`config.mk`:
```
export PLATFORM = sky130hd
export DESIGN_NAME = pwm_out_ctrl
export DESIGN_NICKNAME = d
export VERILOG_FILES = /design/src/design/pwm_out_pkg.sv /design/src/design/pwm_out_ctrl.sv
export SDC_FILE = /design/constraint.sdc
export NUM_CORES = 1
export LEC_CHECK = 0
export BUFFER_PORTS_ARGS = -buffer_cell sky130_fd_sc_hd__buf_4
export CORE_UTILIZATION = 55
export CTS_CLUSTER_DIAMETER = 40
export CTS_CLUSTER_SIZE = 20
export DETAILED_ROUTE_END_ITERATION = 10
export GPL_TIMING_DRIVEN = 0
export PLACE_DENSITY = 0.75
export SLEW_MARGIN = 10
export SYNTH_ARGS = -nofsm -noshare
export SYNTH_HDL_FRONTEND = slang
export SYNTH_SLANG_ARGS = --single-unit
```
`constraint.sdc`:
```
create_clock -name pclk -period 2.6 [get_ports pclk]
set_input_delay 0 -clock pclk [delete_from_list [all_inputs] [get_ports pclk]]
set_output_delay 0 -clock pclk [all_outputs]
set_load 0.005 [all_outputs]
```
`src/design/pwm_out_pkg.sv`:
```
// Purpose: shared constants for the complementary pwm output control block
// Assumes: 32-bit apb, one word per register
// Notes:   offsets, field positions, mode and cutoff codes, reset values
package pwm_out_pkg;

  // ******************************************************************
  // register byte offsets
  // ******************************************************************
  localparam logic [7:0] OFS_FUNC_CTRL = 8'h00;
  localparam logic [7:0] OFS_CUTOFF0   = 8'h04;
  localparam logic [7:0] OFS_START     = 8'h08;
  localparam logic [7:0] OFS_PERIOD    = 8'h0C;
  localparam logic [7:0] OFS_BUFFER    = 8'h10;
  localparam logic [7:0] OFS_STATUS    = 8'h14;

  // ******************************************************************
  // function control fields
  // ******************************************************************
  localparam int         FC_MODE_LO     = 0;
  localparam int         FC_NORM_LVL    = 2;
  localparam int         FC_CNTR_LVL    = 3;
  localparam logic [7:0] FC_WRITE_MASK  = 8'hCF;  // bits 5 and 4 read 0
  localparam logic [7:0] FC_RESET       = 8'h00;

  // start / sync control fields
  localparam int         ST_START0      = 0;
  localparam int         ST_START1      = 1;
  localparam int         ST_SYNC        = 2;
  localparam logic [2:0] ST_RESET       = 3'h0;
  localparam logic [7:0] DF_RESET       = 8'h00;
  localparam int         STAT_CUT_BIT   = 16;

  // ******************************************************************
  // combination modes and cutoff codes
  // ******************************************************************
  typedef enum logic [1:0] {
    MODE_TIMER     = 2'b00,
    MODE_RESET_SYN = 2'b01,
    MODE_COMP_UFL  = 2'b10,
    MODE_COMP_MAT  = 2'b11
  } comb_mode_t;

  typedef enum logic [1:0] {
    CUT_OFF   = 2'b00,
    CUT_HIZ   = 2'b01,
    CUT_LOW   = 2'b10,
    CUT_HIGH  = 2'b11
  } cut_code_t;

  // pin indices; field of pin i sits at bits 7-2i and 6-2i
  localparam int PIN_A0 = 0;
  localparam int PIN_B0 = 1;
  localparam int PIN_C0 = 2;
  localparam int PIN_D0 = 3;
  localparam int NPINS  = 4;

endpackage

```
`src/design/pwm_out_ctrl.sv`:
```
// Purpose: output control of a two-channel pwm timer with apb registers
// Assumes: one clock pclk at 100 MHz, async active-low presetn
// Notes:   a0/c0 carry the normal phase, b0/d0 the counter phase
//
// Functional notes
// counter-phase level bit 0: idle high, active low; 1: the reverse
// normal-phase level bit 0: idle high, active low; 1: the reverse
// level bits act only in reset-synchronous and complementary modes
// level bits ignored in timer and single-output pwm mode
// software writes mode 00 for timer or single-output pwm
// software writes mode 01 for reset-synchronous pwm
// one complementary mode loads buffer into general on channel 1 underflow
// other complementary mode loads buffer on channel 0 period match
// cutoff bits 7:6 pick a0 state: off, high-z, low, high
// cutoff bits 5:4 pick b0 state with the same codes
// cutoff bits 3:2 pick c0 state with the same codes
// software keeps unused pin fields 00 and edits only while stopped
// cutoff bits 1:0 pick d0 state with the same codes
// software keeps the sync bit 0 in complementary mode
// each count-start flag stops its counter at 0, runs it at 1
// active cutoff event with nonzero field overrides the pin waveform
// software writes 0 to bits 5:4 and uses no unlisted mode codes
//
// The placing of the registers and register access over APB were chosen for this implementation.
`timescale 1ns/1ns

module pwm_out_ctrl #(
  parameter int CNT_W = 16
) (
  input  wire logic             pclk,
  input  wire logic             presetn,
  input  wire logic             psel,
  input  wire logic             penable,
  input  wire logic             pwrite,
  input  wire logic [7:0]       paddr,
  input  wire logic [31:0]      pwdata,
  output logic      [31:0]      prdata,
  output logic                  pready,
  output logic                  pslverr,
  input  wire logic             cutoff_event,
  output logic                  out_pin_a0,
  output logic                  out_pin_a0_oe,
  output logic                  out_pin_b0,
  output logic                  out_pin_b0_oe,
  output logic                  out_pin_c0,
  output logic                  out_pin_c0_oe,
  output logic                  out_pin_d0,
  output logic                  out_pin_d0_oe
);

  // ******************************************************************
  // register state
  // ******************************************************************
  logic [7:0]       timer_function_control_reg;
  logic [7:0]       timer_function_control_next;
  logic [7:0]       channel0_pin_cutoff_select_reg;
  logic [7:0]       channel0_pin_cutoff_select_next;
  logic [2:0]       start_reg;
  logic [2:0]       start_next;
  logic [CNT_W-1:0] channel0_period_compare_reg;
  logic [CNT_W-1:0] channel0_period_compare_next;
  logic [CNT_W-1:0] buffer_reg;
  logic [CNT_W-1:0] buffer_next;
  logic [CNT_W-1:0] general_reg;
  logic [CNT_W-1:0] general_next;
  logic [CNT_W-1:0] channel0_counter_reg;
  logic [CNT_W-1:0] channel0_counter_next;
  logic [CNT_W-1:0] channel1_counter_reg;
  logic [CNT_W-1:0] channel1_counter_next;
  logic [31:0]      prdata_reg;
  logic [31:0]      prdata_next;
  logic [3:0]       pin_out_reg;
  logic [3:0]       pin_out_next;
  logic [3:0]       pin_oe_reg;
  logic [3:0]       pin_oe_next;

  logic             wr_en;
  logic             rd_en;
  logic             addr_hit;
  logic             match0;
  logic             uflow1;
  logic             running;
  logic             active;
  logic             levels_on;

  // ******************************************************************
  // helpers
  // ******************************************************************
  // pick the two cutoff bits of one pin; a0 owns the top pair
  function automatic logic [1:0] cut_field(input logic [7:0] df,
                                           input int         pin);
    cut_field = df[7 - 2*pin -: 2];
  endfunction

  // level-select polarity: 0 idles high and pulses low, 1 the reverse
  function automatic logic drive_level(input logic act, input logic sel);
    drive_level = ~(act ^ sel);
  endfunction

  // ******************************************************************
  // apb slave: zero wait states, unmapped addresses answer an error
  // ******************************************************************
  assign addr_hit = (paddr == pwm_out_pkg::OFS_FUNC_CTRL) ||
                    (paddr == pwm_out_pkg::OFS_CUTOFF0)   ||
                    (paddr == pwm_out_pkg::OFS_START)     ||
                    (paddr == pwm_out_pkg::OFS_PERIOD)    ||
                    (paddr == pwm_out_pkg::OFS_BUFFER)    ||
                    (paddr == pwm_out_pkg::OFS_STATUS);
  assign wr_en   = psel && penable && pwrite;
  assign rd_en   = psel && !penable && !pwrite;
  assign pready  = 1'b1;
  assign pslverr = psel && penable && !addr_hit;
  assign prdata  = prdata_reg;

  // ******************************************************************
  // counter events and mode decode
  // ******************************************************************
  assign match0  = start_reg[pwm_out_pkg::ST_START0] &&
                   (channel0_counter_reg == channel0_period_compare_reg);
  assign uflow1  = start_reg[pwm_out_pkg::ST_START1] &&
                   (channel1_counter_reg == '0);
  assign running = start_reg[pwm_out_pkg::ST_START0];
  assign active  = running && (channel0_counter_reg < general_reg);
  // timer mode leaves the level bits out of the picture
  assign levels_on = (timer_function_control_reg[1:0] !=
                      pwm_out_pkg::MODE_TIMER);

  // next values of registers and counters
  always_comb begin
    timer_function_control_next     = timer_function_control_reg;
    channel0_pin_cutoff_select_next = channel0_pin_cutoff_select_reg;
    start_next                      = start_reg;
    channel0_period_compare_next    = channel0_period_compare_reg;
    buffer_next                     = buffer_reg;
    general_next                    = general_reg;
    channel0_counter_next           = channel0_counter_reg;
    channel1_counter_next           = channel1_counter_reg;
    prdata_next                     = prdata_reg;
    if (wr_en) begin
      unique case (paddr)
        pwm_out_pkg::OFS_FUNC_CTRL: timer_function_control_next =
          pwdata[7:0] & pwm_out_pkg::FC_WRITE_MASK;
        pwm_out_pkg::OFS_CUTOFF0: channel0_pin_cutoff_select_next =
          pwdata[7:0];
        pwm_out_pkg::OFS_START:  start_next = pwdata[2:0];
        pwm_out_pkg::OFS_PERIOD: channel0_period_compare_next =
          pwdata[CNT_W-1:0];
        pwm_out_pkg::OFS_BUFFER: buffer_next = pwdata[CNT_W-1:0];
        default: ;
      endcase
    end
    if (rd_en) begin
      prdata_next = '0;
      unique case (paddr)
        pwm_out_pkg::OFS_FUNC_CTRL:
          prdata_next[7:0] = timer_function_control_reg;
        pwm_out_pkg::OFS_CUTOFF0:
          prdata_next[7:0] = channel0_pin_cutoff_select_reg;
        pwm_out_pkg::OFS_START:  prdata_next[2:0] = start_reg;
        pwm_out_pkg::OFS_PERIOD:
          prdata_next[CNT_W-1:0] = channel0_period_compare_reg;
        pwm_out_pkg::OFS_BUFFER: prdata_next[CNT_W-1:0] = buffer_reg;
        pwm_out_pkg::OFS_STATUS: begin
          prdata_next[CNT_W-1:0] = general_reg;
          prdata_next[pwm_out_pkg::STAT_CUT_BIT] = cutoff_event;
        end
        default: ;
      endcase
    end
    // channel 0 counts up to its period, channel 1 down to zero
    if (!start_reg[pwm_out_pkg::ST_START0] || match0)
      channel0_counter_next = '0;
    else
      channel0_counter_next = channel0_counter_reg + 1'b1;
    if (!start_reg[pwm_out_pkg::ST_START1] || uflow1)
      channel1_counter_next = channel0_period_compare_reg;
    else
      channel1_counter_next = channel1_counter_reg - 1'b1;
    // complementary modes only load the duty at a safe point
    unique case (timer_function_control_reg[1:0])
      pwm_out_pkg::MODE_COMP_UFL:
        if (uflow1) general_next = buffer_reg;
      pwm_out_pkg::MODE_COMP_MAT:
        if (match0) general_next = buffer_reg;
      default: general_next = buffer_reg;
    endcase
  end

  always_ff @(posedge pclk or negedge presetn) begin
    if (!presetn) begin
      timer_function_control_reg     <= pwm_out_pkg::FC_RESET;
      channel0_pin_cutoff_select_reg <= pwm_out_pkg::DF_RESET;
      start_reg                      <= pwm_out_pkg::ST_RESET;
      channel0_period_compare_reg    <= '0;
      buffer_reg                     <= '0;
      general_reg                    <= '0;
      channel0_counter_reg           <= '0;
      channel1_counter_reg           <= '0;
      prdata_reg                     <= '0;
    end else begin
      timer_function_control_reg     <= timer_function_control_next;
      channel0_pin_cutoff_select_reg <= channel0_pin_cutoff_select_next;
      start_reg                      <= start_next;
      channel0_period_compare_reg    <= channel0_period_compare_next;
      buffer_reg                     <= buffer_next;
      general_reg                    <= general_next;
      channel0_counter_reg           <= channel0_counter_next;
      channel1_counter_reg           <= channel1_counter_next;
      prdata_reg                     <= prdata_next;
    end
  end

  // ******************************************************************
  // pin drive: waveform, polarity, then forced cutoff on top
  // ******************************************************************
  // cutoff is checked last so a fault wins over the waveform on every pin whose cutoff field is nonzero
  always_comb begin
    logic       norm;
    logic       cntr;
    logic [1:0] f;
    norm = 1'b0;
    cntr = 1'b0;
    f    = 2'b00;
    if (levels_on) begin
      norm = drive_level(active, timer_function_control_reg
                         [pwm_out_pkg::FC_NORM_LVL]);
      cntr = drive_level(running && !active, timer_function_control_reg
                         [pwm_out_pkg::FC_CNTR_LVL]);
    end else begin
      norm = active;
      cntr = running && !active;
    end
    pin_out_next = {cntr, norm, cntr, norm};
    pin_oe_next  = 4'hF;
    for (int i = 0; i < pwm_out_pkg::NPINS; i++) begin
      f = cut_field(channel0_pin_cutoff_select_reg, i);
      if (cutoff_event) begin
        unique case (f)
          pwm_out_pkg::CUT_HIZ:  pin_oe_next[i]  = 1'b0;
          pwm_out_pkg::CUT_LOW:  pin_out_next[i] = 1'b0;
          pwm_out_pkg::CUT_HIGH: pin_out_next[i] = 1'b1;
          default: ;
        endcase
      end
    end
  end

  always_ff @(posedge pclk or negedge presetn) begin
    if (!presetn) begin
      pin_out_reg <= 4'h0;
      pin_oe_reg  <= 4'hF;
    end else begin
      pin_out_reg <= pin_out_next;
      pin_oe_reg  <= pin_oe_next;
    end
  end

  assign out_pin_a0    = pin_out_reg[pwm_out_pkg::PIN_A0];
  assign out_pin_b0    = pin_out_reg[pwm_out_pkg::PIN_B0];
  assign out_pin_c0    = pin_out_reg[pwm_out_pkg::PIN_C0];
  assign out_pin_d0    = pin_out_reg[pwm_out_pkg::PIN_D0];
  assign out_pin_a0_oe = pin_oe_reg[pwm_out_pkg::PIN_A0];
  assign out_pin_b0_oe = pin_oe_reg[pwm_out_pkg::PIN_B0];
  assign out_pin_c0_oe = pin_oe_reg[pwm_out_pkg::PIN_C0];
  assign out_pin_d0_oe = pin_oe_reg[pwm_out_pkg::PIN_D0];

  // ******************************************************************
  // assertions
  // ******************************************************************
  property p_norm_level;
    @(posedge pclk) disable iff (!presetn)
    (levels_on && !running && !cutoff_event) |=> out_pin_a0 ==
      !$past(timer_function_control_reg[pwm_out_pkg::FC_NORM_LVL]);
  endproperty
  a_norm_level: assert property (p_norm_level)
    else $error("normal phase idle level wrong");
  property p_cntr_level;
    @(posedge pclk) disable iff (!presetn)
    (levels_on && !running && !cutoff_event) |=> out_pin_b0 ==
      !$past(timer_function_control_reg[pwm_out_pkg::FC_CNTR_LVL]);
  endproperty
  a_cntr_level: assert property (p_cntr_level)
    else $error("counter phase idle level wrong");
  property p_timer_ignores_level;
    @(posedge pclk) disable iff (!presetn)
    (!levels_on && !running && !cutoff_event) |=>
      (out_pin_a0 == 1'b0 && out_pin_b0 == 1'b0);
  endproperty
  a_timer_ignores_level: assert property (p_timer_ignores_level)
    else $error("level bits acted in timer mode");
  property p_load_uflow;
    @(posedge pclk) disable iff (!presetn)
    (timer_function_control_reg[1:0] == pwm_out_pkg::MODE_COMP_UFL &&
     !uflow1) |=> general_reg == $past(general_reg);
  endproperty
  a_load_uflow: assert property (p_load_uflow)
    else $error("general loaded outside underflow");
  property p_load_match;
    @(posedge pclk) disable iff (!presetn)
    (timer_function_control_reg[1:0] == pwm_out_pkg::MODE_COMP_MAT &&
     match0) |=> general_reg == $past(buffer_reg);
  endproperty
  a_load_match: assert property (p_load_match)
    else $error("general not loaded at match");
  property p_stop;
    @(posedge pclk) disable iff (!presetn)
    (!start_reg[pwm_out_pkg::ST_START0]) [*2] |-> channel0_counter_reg == '0;
  endproperty
  a_stop: assert property (p_stop)
    else $error("counter 0 moved while stopped");
  property p_cut_hiz_a;
    @(posedge pclk) disable iff (!presetn)
    (cutoff_event && channel0_pin_cutoff_select_reg[7:6] ==
     pwm_out_pkg::CUT_HIZ) |=> !out_pin_a0_oe;
  endproperty
  a_cut_hiz_a: assert property (p_cut_hiz_a)
    else $error("a0 not released on cutoff");
  property p_cut_low_b;
    @(posedge pclk) disable iff (!presetn)
    (cutoff_event && channel0_pin_cutoff_select_reg[5:4] ==
     pwm_out_pkg::CUT_LOW) |=> (!out_pin_b0 && out_pin_b0_oe);
  endproperty
  a_cut_low_b: assert property (p_cut_low_b)
    else $error("b0 not low on cutoff");
  property p_cut_high_c;
    @(posedge pclk) disable iff (!presetn)
    (cutoff_event && channel0_pin_cutoff_select_reg[3:2] ==
     pwm_out_pkg::CUT_HIGH) |=> (out_pin_c0 && out_pin_c0_oe);
  endproperty
  a_cut_high_c: assert property (p_cut_high_c)
    else $error("c0 not high on cutoff");
  property p_cut_off_d;
    @(posedge pclk) disable iff (!presetn)
    (channel0_pin_cutoff_select_reg[1:0] == pwm_out_pkg::CUT_OFF) |=>
      out_pin_d0_oe;
  endproperty
  a_cut_off_d: assert property (p_cut_off_d)
    else $error("d0 released with cutoff disabled");

endmodule

```
# Word-level counts from Yosys, hierarchy flattened
# Index checks and enable logic that the tools add are counted.
# totals
regBits	122
inputBits	46
word_cells	98
# op_classes
bitwise	4
n_mux	27
n_reduce_logical	31
n_lt_le_gt_ge	1
eq_ne	22
addsub	2
# ops
cell	count
16-bit 2-to-1 mux	4
16-bit one-hot mux with 2 select lines	1
5-bit one-hot mux with 5 select lines	1
8-bit one-hot mux with 3 select lines	1
2-bit equality test, second input constant	10
3-bit one-hot mux with 6 select lines	1
16-bit by 1-bit adder with 16-bit output, second input constant	1
16-bit equality test	1
8-bit by 4-bit equality test with 1-bit output, second input constant	2
8-bit by 5-bit equality test with 1-bit output, second input constant	2
16-bit zero test	1
16-bit less-than comparator	1
16-bit by 1-bit subtractor with 16-bit output, second input constant	1
1-bit 2-to-1 mux	15
2-bit AND reduction	6
1-bit logical AND	9
2-bit by 1-bit equality test with 1-bit output, second input constant	4
8-bit by 3-bit equality test with 1-bit output, second input constant	1
8-bit zero test	1
1-bit one-hot mux with 2 select lines	4
1-bit logical OR	7
1-bit zero test	6
2-bit inequality test, second input constant	2
1-bit inverter	2
2 further kinds	3

# Logic depth before layout (Yosys ltp)
# Gate-level depths: netlist of the first run.
# logic_depth
depth_word	9
ltp_mapped	8
ltp_nobuf	8

# Least setup slack after synthesis of the first run
# Ideal clock, no wire load.
# synth_path
path_kind	register to register
startpoint	register channel1_counter_reg[8]
endpoint	register general_reg[10]
slack_ns	0.282
required_ns	2.475
arrival_time_ns	2.193
path_stages_with_launch	8
path_cell_list	dfrtp_1 or3_4 or4_4 nand4bb_1 o221a_1 buf_6 buf_12 mux2_4
# synth_via
elab_chain_cells	4
# synth_rtl
item	line_no	text
start: declaration	pwm_out_ctrl.sv:68	logic [CNT_W-1:0] channel1_counter_reg;
start signal: assignment	pwm_out_ctrl.sv:208	channel1_counter_reg <= channel1_counter_next;
16-bit zero test	pwm_out_ctrl.sv:121	(channel1_counter_reg == '0);
1-bit logical AND	pwm_out_ctrl.sv:120	assign uflow1 = start_reg[pwm_out_pkg::ST_START1] &&
2-bit inequality test (no line)	n/a	
2-bit AND reduction (no line)	n/a	
end signal: assignment	pwm_out_ctrl.sv:206	general_reg <= general_next;
end: declaration	pwm_out_ctrl.sv:64	logic [CNT_W-1:0] general_reg;
# No other way between the ends.
# A chain may end at the register's enable or synchronous reset.

# Worst setup path after layout of the first run
# layout_path
startpoint	register channel1_counter_reg[8]
endpoint	register general_reg[11]
# Same word-level chain as after synthesis.

==> flow_summary.ini, run 1 <==
[run_status]
run_status = finished clean

[worst_setup_path]
critical_path.max_stage_delay_ns = 0.44
worstPathArrival_ns = 2.94
timing.critical_path.from_type = register
worstPathRequired_ns = 3.02
crit_path_top_delay_cell = or4_4
worst-setup-path-type = register to register
worst-path-max-fanout = 10
crit_path_cell_trace = or3_4, or4_4, nand4bb_1, o221a_1, buf_6, buf_12, mux2_4
ff2ff_setup_slack_ns = 0.08
setup.worst_path.end_class = register

[drt]
number_of_vias_after_detailed_routing = 4748
firstDrtPassIters = 7
ant_nets = 0
remaining_drc_errors = 0
drt_wl_cell_microns = 19.1
routed_via_density = 5.78
drt-total-wl_microns = 15700
dr.first_iter.drc_count = 335

[clock_tree]
number_of_buffers_on_the_longest_clock_path = 2
cts_htree_levels = 4
cts_setup_buffers = 0
clk_pin_slew_worst_paths_ns = 0.06
insertion_delay_ns = 0.54
ctsRootBufferMaster = clkbuf_8
cts.sink_count = 122
clock_tree_from_tritoncts = built
cts_made_buffers = 17

[placement]
dp_hpwl_microns = 11000
detailed_place.area_sq_um = 6840
dp_worst_setup_slack_ns = 0.0311
buffers_on_ports = 52
globalplace.congestion = 0.853
dpl.cell_count = 770

[die]
boundaryPins = 88
floorplan.initialDensity = 0.569
die_area_sq_um = 11700
die_width_microns = 108
die_h_microns = 108
rows = 38
core-area_sq_um = 10900

[power]
power.share.sequential = 0.409
power.total_mw = 5.11
power_per_cell_area_nw_per_um2 = 670
power.share.clock = 0.440
switching_share = 0.263
relative_contribution_of_combinational_cells_to_total_power = 0.151
power.switching_mw = 1.34
leakage_nw = 3.68
cell_internal_pwr_mw = 3.76
max-vdd-ir-drop_v = 0.000499

[logic_synthesis]
syn_area_per_cell_sq_um = 11.0
edff_count_synth = 0
seq_area_frac_synth = 0.494
mappedNetlistArea_sq_um = 6190
post-synth-top-area-cell = dfrtp_1
ys.warnings.count = 0
ys_ff_latch = 122
synth_top_cell_area_share = 0.477
asyncSetResetFlopFracSynth = 1.00
post_synth_main_area_contributors = dfrtp_1 (48%), mux2_2 (10%), ha_1 (3.6%)
dominantRegCellSynth = dfrtp_1
yosysMostFrequentCell = dfrtp_1
syn-instance-count = 563
netlist-cell-type-count = 47
yosys-top-cells-count = dfrtp_1 (118), mux2_2 (57), nand2_1 (53)

[global_route]
number_of_antenna_violations_at_the_first_check_in_global_routing = 0
grt_pass1_wl_microns = 25100
gr-usage-all-layers = 0.294
grt_pass1_vias = 4847
maximum_number_of_pins_on_one_net_before_global_route_repair = 76
overflow = 0

[layout]
area_overhead_vs_synth_pct = 23.0
seq_area_sq_um = 3060
layout-drive-gt1-share = 0.273
utilization = 0.700
n_fill_cell = 801
final_net_count = 733
multi_input_area_sq_um = 2880
largest_register_ffs = 17
design_area_sq_um = 7620
layoutNonFillerInstCount = 822
antennaDiodeCount = 0

[timing]
rsz0062_at_grt = no
max-slew-margin-rel = 0.485
final_critical_path_setup_slack_ns = 0.0779
min_period_over_period = 0.970
post-route-min-period_ns = 2.52
worst_clock_skew_ns = 0.00646
hold_viol_final = 0
setup_violators_final = 0
worst_hold_slack_ns = 0.0188
setup-tns-final_ns = 0
final_max_slew_viol_count = 0
worst_slew_pin_slew_ns = 0.770
fmax_ghz = 0.396

[hold_path]
timing.hold.worst.class = primary input to register

[job]
drv.max_cap_violation_count = 0
power groups by stage:
stage               registers, mW  clock network (mW)  logic (mW)
floorplan                    2.10                   0       0.447
global placement             2.11                   0       0.705
detailed placement           2.12                   0       0.737
CTS                          2.09                2.26       0.765
global route                 2.10                2.35       0.848
finish                       2.09                2.25       0.770
final timing paths:
| kind | from | endpoint | cells after the start |
|---|---|---|---|
| max in group asynchronous | presetn | channel0_period_compare_reg[13] | 3 |
| min | paddr[6] | prdata[4] | 4 |
| max | channel1_counter_reg[8] | general_reg[11] | 7 |
| min in group asynchronous | presetn | pin_out_reg[1] | 2 |
| max reg2reg | channel1_counter_reg[8] | general_reg[11] | 7 |
| min reg2reg | prdata[13] | prdata[13] | 2 |
layout make-up:
class                      count  area share
sequential                   122       0.401
multi-input combinational    396       0.378
timing repair buffer          73      0.0816
clock buffer                  25      0.0662
buffer                        37      0.0305
tap                          140      0.0230
inverter                      22      0.0108
clock inverter                 7     0.00854
routing by layer:
layer / vias up / wire [microns] / global-route usage
li1: 2169 / - / -
met1: 2377 / 6720 / 0.388
met2: 176 / 7590 / 0.465
met3: 26 / 1130 / 0.0796
met4: 0 / 229 / 0.106
met5: - / 0 / 0
layout by cell type, fill, tap and decap left out, types with 10 or more instances in the layout:
cell type and instances:
inv_1 22, buf_4 69, conb_1 16, nand3_1 14
mux2_4 10, mux2_2 57, a21oi_1 17, nand2_1 53
xnor2_1 17, ha_1 18, dfrtp_1 118, nor2_1 41
o21ai_0 40, clkbuf_16 16, clkbuf_1 17, dlygate4sd3_1 20
xor2_1 25
cell families after synthesis:
kind of cell | after synthesis | share of synthesized area
compound gates | 85 | 0.0859
xor+xnor | 42 | 0.0594
fa+ha+maj | 18 | 0.0364
buf+inv | 59 | 0.0509
flops | 122 | 0.494
mux | 73 | 0.140
other cells | 2 | 0.00121
simple gates | 162 | 0.133
worst max-delay path: cells and delay by family, from the launching register on:
family / cells / cell delay, ns
buffers and inverters: 2 / 0.29
AO/OA/AOI/OAI: 1 / 0.27
multiplexers: 1 / 0.30
flip-flops: 1 / 0.42
AND/OR/NAND/NOR: 3 / 1.12
what timing repair did:
| action | in CTS | in global routing |
|---|---|---|
| resized for setup | 0 | 1 |
| hold endpoints to repair | 146 | 0 |
| hold buffers | 20 | 0 |
| setup endpoints to repair | 0 | 1 |
No activity file was read; power rests on OpenSTA's default activity.
==> run 2: changes to the inputs <==
--- a/config.mk
+++ b/config.mk
@@ -6,6 +6,7 @@
 export NUM_CORES = 1
 export LEC_CHECK = 0
 export BUFFER_PORTS_ARGS = -buffer_cell sky130_fd_sc_hd__buf_4
+export CORE_MARGIN = 5
 export CORE_UTILIZATION = 55
 export CTS_CLUSTER_DIAMETER = 40
 export CTS_CLUSTER_SIZE = 20
==> constraint.sdc (replaced) <==
create_clock -name pclk -period 2.6 [get_ports pclk]
set_input_delay 0.78 -clock pclk [delete_from_list [all_inputs] [get_ports pclk]]
set_output_delay 0.78 -clock pclk [all_outputs]
set_load 0.005 [all_outputs]
==> run 2 against run 1 <==
Sequential share of layout area is 0.36 points higher. Critical path depth fell by 2. Combinational power down 2%. Maximum frequency fell by 1.9%. Core utilization decreased by 0.92 points. Cell area shrank 0.89%. Worst hold slack better by 0.29 ns. Critical path type is now primary input to primary output. Critical endpoint is now pslverr. Highest routed layer unchanged.
==> flow_summary.ini, run 2 (synthesis results as in run 1) <==
[timing]
fmax_ghz = 0.389
worst_hold_slack_ns = 0.312
worst_clock_skew_ns = 0.0108
hold_viol_final = 0
setup-tns-final_ns = 0
final_max_slew_viol_count = 0
min_period_over_period = 0.989
setup_violators_final = 0
post-route-min-period_ns = 2.57
worst_slew_pin_slew_ns = 0.600
max-slew-margin-rel = 0.597

[die]
floorplan.initialDensity = 0.566
boundaryPins = 88
core-area_sq_um = 10900
die_width_microns = 116
die_h_microns = 116
rows = 38
die_area_sq_um = 13500

[clock_tree]
clock_tree_from_tritoncts = built
cts_made_buffers = 17
cts_htree_levels = 4
cts.sink_count = 122
clk_pin_slew_worst_paths_ns = 0.05
number_of_buffers_on_the_longest_clock_path = 2
insertion_delay_ns = 0.42
ctsRootBufferMaster = clkbuf_16
postCtsHoldBufs = 0

[layout]
final_net_count = 715
commonest_cells_after_routing_fill_and_taps_aside = dfrtp_1 (118), buf_4 (69), mux2_2 (57), nand2_1 (52), o21ai_0 (40)
seq_area_sq_um = 3060
n_fill_cell = 802
design_area_sq_um = 7550
antennaDiodeCount = 0
area_overhead_vs_synth_pct = 21.9
layout-drive-gt1-share = 0.299
multi_input_area_sq_um = 2910
layoutNonFillerInstCount = 802
utilization = 0.691
largest_register_ffs = 17
layout.cells.most_common = dfrtp_1

[placement]
dp_hpwl_microns = 11100
dpl.cell_count = 770
globalplace.congestion = 0.953
detailed_place.area_sq_um = 6870
buffers_on_ports = 52

[power]
leakage_nw = 3.67
power_per_cell_area_nw_per_um2 = 712
max-vdd-ir-drop_v = 0.000558

[worst_setup_path]
worst-setup-path-type = primary input to primary output
timing.critical_path.from_type = primary input
crit_path_cell_trace = buf_6, or4_4, nor2_4, a21oi_2, buf_4
timing.critical_path.max_delay_family = simple AND/OR/NAND/NOR gates
worstPathRequired_ns = 1.82
worst-path-max-fanout = 3
setup.worst_path.end_class = primary output
crit_path_top_delay_cell = or4_4
critical_path.max_stage_delay_ns = 0.57
cp.buffers_inverters = 2
worstPathArrival_ns = 1.79

[drt]
ant_nets = 0
firstDrtPassIters = 5
remaining_drc_errors = 0
drt_wl_cell_microns = 19.3
drt-total-wl_microns = 15500
routed_via_density = 5.85
dr.first_iter.drc_count = 466
number_of_vias_after_detailed_routing = 4691

[global_route]
gr-usage-all-layers = 0.246
maximum_number_of_pins_on_one_net_before_global_route_repair = 70
overflow = 0
grt_pass1_vias = 4674
grt_pass1_wl_microns = 24900
number_of_antenna_violations_at_the_first_check_in_global_routing = 0

[run_status]
run_status = finished clean

[job]
drv.max_cap_violation_count = 0

[hold_path]
timing.hold.worst.class = primary input to async pin
==> run 2: changes by cell type in the layout (fill, tap and decap cells not counted), moves of 2 or more <==
cell           change
nor2_4             +2
clkinv_2           -2
clkbuf_1           -6
clkbuf_8           -2
bufinv_16          +3
clkbuf_2           +4
buf_6              +3
nor2_1             -2
dlygate4sd3_1     -20
==> run 2: final timing paths <==
check	depth (start not counted)	endpoint	slack (ns)	start
max	5	pslverr	0.03	paddr[7]
max reg2reg	7	general_reg[11]	0.12	channel1_counter_reg[8]
max in group asynchronous	2	prdata[11]	1.58	presetn
min	1	pin_out_reg[1]	0.31	presetn
min reg2reg	1	pin_oe_reg[0]	0.49	channel0_pin_cutoff_select_reg[6]
min in group pclk	1	pin_oe_reg[0]	0.49	channel0_pin_cutoff_select_reg[6]
==> run 2: layout make-up <==
class,count,share of cell area
clock buffer,23,0.0659
clock inverter,7,0.0182
buffer,36,0.0320
multi-input combinational,396,0.385
timing repair buffer,56,0.0593
inverter,22,0.0109
sequential,122,0.405
tap,140,0.0232
==> run 2: routing by layer <==
metal  track usage  wire (microns)
met4        0.0882             321
met1         0.334            6490
met3        0.0575            1090
met2         0.389            7580
met5             0               0
==> run 2: per-stage QoR <==
stage / setup slack [ns] / power (mW)
after floorplan: 0.00612 / 2.55
after global placement: -0.415 / 2.83
after detailed placement: -0.438 / 2.86
after CTS: 0.0173 / 5.40
after global routing: -0.000825 / 5.58
final: 0.0287 / 5.38
==> run 2: worst reg2reg max path: stages (launching register included) <==
cell       delay [ns]
dfrtp_1          0.41
or3_4            0.40
or4_4            0.44
nand4bb_1        0.25
o221a_1          0.26
buf_6            0.15
buf_12           0.16
mux2_4           0.29
==> run 2: timing repair <==
action | CTS | global route
pin swaps | 2 | 3
buffers inserted | 2 | 1
setup endpoints to repair | 23 | 15
gates resized for setup | 3 | 8
==> run 2: power by group <==
part	internal [mW]	switching (mW)	leakage [nW]
sequential	2.00	0.0893	1.66
combinational	0.337	0.415	1.70
clock	1.72	0.819	0.311
total	4.05	1.32	3.67
==> run 3: changes to the inputs <==
--- a/config.mk
+++ b/config.mk
@@ -7,12 +7,12 @@
 export LEC_CHECK = 0
 export BUFFER_PORTS_ARGS = -buffer_cell sky130_fd_sc_hd__buf_4
 export CORE_MARGIN = 5
-export CORE_UTILIZATION = 55
+export CORE_UTILIZATION = 56
 export CTS_CLUSTER_DIAMETER = 40
 export CTS_CLUSTER_SIZE = 20
 export DETAILED_ROUTE_END_ITERATION = 10
 export GPL_TIMING_DRIVEN = 0
-export PLACE_DENSITY = 0.75
+export PLACE_DENSITY = 0.76
 export SLEW_MARGIN = 10
 export SYNTH_ARGS = -nofsm -noshare
 export SYNTH_HDL_FRONTEND = slang
==> run 3 against run 2 <==
Sequential power hardly changed. Worst setup slack worse by 0.0061 ns. Total power is 4.1% lower. Via count hardly changed. Worst hold slack worse by 0.18 ns. Critical endpoint unchanged. Highest routed layer unchanged.
==> flow_summary.ini, run 3 (synthesis results as in run 1) <==
[run_status]
run_status = finished clean

[worst_setup_path]
critical_path.max_stage_delay_ns = 0.57
ff2ff_setup_slack_ns = 0.15
worst-path-max-fanout = 3
worstPathRequired_ns = 1.82
crit_path_cell_trace = buf_4, or4_4, nor2_4, a21oi_2, buf_4
setup.worst_path.end_class = primary output
timing.critical_path.max_delay_family = simple AND/OR/NAND/NOR gates
worstSetupPathDepth = 5
critical_path.reg2reg.endpoint = general_reg[15]
worstPathArrival_ns = 1.80
critical_path.endpoint = pslverr
crit_path_top_delay_cell = or4_4
launching_element_of_the_worst_setup_path = paddr[5]
cp.buffers_inverters = 2
worst-setup-path-type = primary input to primary output
r2r-start = channel1_counter_reg[8]
cpMostUsedCell = buf_4
worst_r2r_path_depth = 7
timing.critical_path.from_type = primary input

[clock_tree]
cts_htree_levels = 4
cts_made_buffers = 17
clock_tree_from_tritoncts = built
ctsRootBufferMaster = clkbuf_8
clk_pin_slew_worst_paths_ns = 0.05
number_of_buffers_on_the_longest_clock_path = 2
postCtsHoldBufs = 0
cts_setup_buffers = 0
insertion_delay_ns = 0.54
cts.sink_count = 122

[timing]
max-slew-margin-rel = 0.358
setup-tns-final_ns = 0
setup_violators_final = 0
min_period_over_period = 0.991
worst_slew_pin_slew_ns = 0.954
final_max_slew_viol_count = 0
worst_hold_slack_ns = 0.128
fmax_ghz = 0.388
rsz0062_at_grt = no
worst_clock_skew_ns = 0.00698
hold_viol_final = 0
post-route-min-period_ns = 2.58

[power]
power.share.clock = 0.450
leakage_nw = 3.64
relative_contribution_of_combinational_cells_to_total_power = 0.145
max-vdd-ir-drop_v = 0.000459
power.share.sequential = 0.405
switching_share = 0.256
cell_internal_pwr_mw = 3.84
power.switching_mw = 1.32
power.total_mw = 5.16
power_per_cell_area_nw_per_um2 = 690

[global_route]
overflow = 0
maximum_number_of_pins_on_one_net_before_global_route_repair = 92
gr-usage-all-layers = 0.251
grt_pass1_wl_microns = 25400
grt_pass1_vias = 4811
number_of_antenna_violations_at_the_first_check_in_global_routing = 0

[drt]
drt_wl_cell_microns = 19.5
drt-total-wl_microns = 15600
routed_via_density = 5.85
ant_nets = 0
number_of_vias_after_detailed_routing = 4688
remaining_drc_errors = 0
detailroute.wirelength.met2_microns = 7660
top_layer = met4
firstDrtPassIters = 8
route.met3.wl_microns = 1000
dr.first_iter.drc_count = 426
routedLengthMet1_microns = 6650

[die]
boundaryPins = 88
floorplan.initialDensity = 0.571
die_area_sq_um = 13300
core-area_sq_um = 10800
rows = 38
die_width_microns = 115
die_h_microns = 115

[layout]
area_overhead_vs_synth_pct = 20.7
n_fill_cell = 758
largest_register_ffs = 17
layout-drive-gt1-share = 0.289
final_net_count = 713
layout.cells.most_common = dfrtp_1
multi_input_area_sq_um = 2910
seq_area_sq_um = 3060
commonest_cells_after_routing_fill_and_taps_aside = dfrtp_1 (118), buf_4 (67), mux2_2 (57), nand2_1 (52)
antennaDiodeCount = 0

[hold_path]
timing.hold.worst.class = primary input to async pin

[placement]
globalplace.congestion = 0.912
dp_hpwl_microns = 11100
buffers_on_ports = 52

[job]
drv.max_cap_violation_count = 0
## run 3: changes by cell type in the layout (fill, tap and decap cells not counted), sizes merged
cell / change
buf: -3
bufinv: -2
clkbuf: +2
clkinv: +2
## run 3: area by class of cell
class | instances | area share
Inverter | 22 | 0.0110
Tap cell | 140 | 0.0234
Clock inverter | 7 | 0.0117
Clock buffer | 24 | 0.0669
Buffer | 37 | 0.0328
Timing Repair Buffer | 53 | 0.0564
Sequential cell | 122 | 0.409
Multi-Input combinational cell | 396 | 0.389
## run 3: layer usage
layer / global-route usage / vias to the layer above
met3: 0.0600 / 40
met2: 0.401 / 184
met5: 0 / -
li1: - / 2132
met1: 0.337 / 2332
met4: 0.0892 / 0
## run 3: metrics by stage
| step | cells | worst slack (ns) | utilization | cell area, sq um |
|---|---|---|---|---|
| after floorplan | 577 | 0.00612 | - | 6270 |
| after global placement | 769 | -0.405 | 0.631 | 6840 |
| after detailed placement | 770 | -0.424 | 0.634 | 6870 |
| after CTS | 801 | 0.0246 | 0.689 | 7460 |
| after global routing | 801 | 0.00248 | 0.690 | 7480 |
| final | 801 | 0.0226 | 0.690 | 7480 |
## run 3: worst min-delay path by stage
stage | slack [ns] | to
6_report | 0.13 | channel0_pin_cutoff_select_reg[4]
5_1_grt | 0.14 | pin_out_reg[2]
4_1_cts | 0.12 | channel0_pin_cutoff_select_reg[4]
3_5_place_dp | 0.47 | prdata[14]
3_3_place_gp | 0.46 | prdata[14]
2_1_floorplan | 0.43 | pin_oe_reg[0]
## run 3: worst reg2reg max path: stages, from the launching register on
cell and delay [ns]:
dfrtp_1 0.42, or3_4 0.40, or4_4 0.44, nand4bb_1 0.23
o221a_1 0.24, buf_6 0.15, buf_12 0.15, mux2_4 0.30
## run 3: power by group through the flow
| stage | combinational, mW | clock [mW] | sequential [mW] |
|---|---|---|---|
| 2_1_floorplan | 0.449 | 0 | 2.10 |
| 3_3_place_gp | 0.710 | 0 | 2.11 |
| 3_5_place_dp | 0.735 | 0 | 2.12 |
| 4_1_cts | 0.744 | 2.34 | 2.09 |
| 5_1_grt | 0.821 | 2.42 | 2.10 |
| 6_report | 0.747 | 2.32 | 2.09 |
## run 3: repair_timing
| item | CTS | global route |
|---|---|---|
| resized for setup | 3 | 4 |
| pin swaps | 0 | 0 |
| endpoints found under the setup margin | 1 | 11 |
| endpoints found under the hold margin | 0 | 0 |
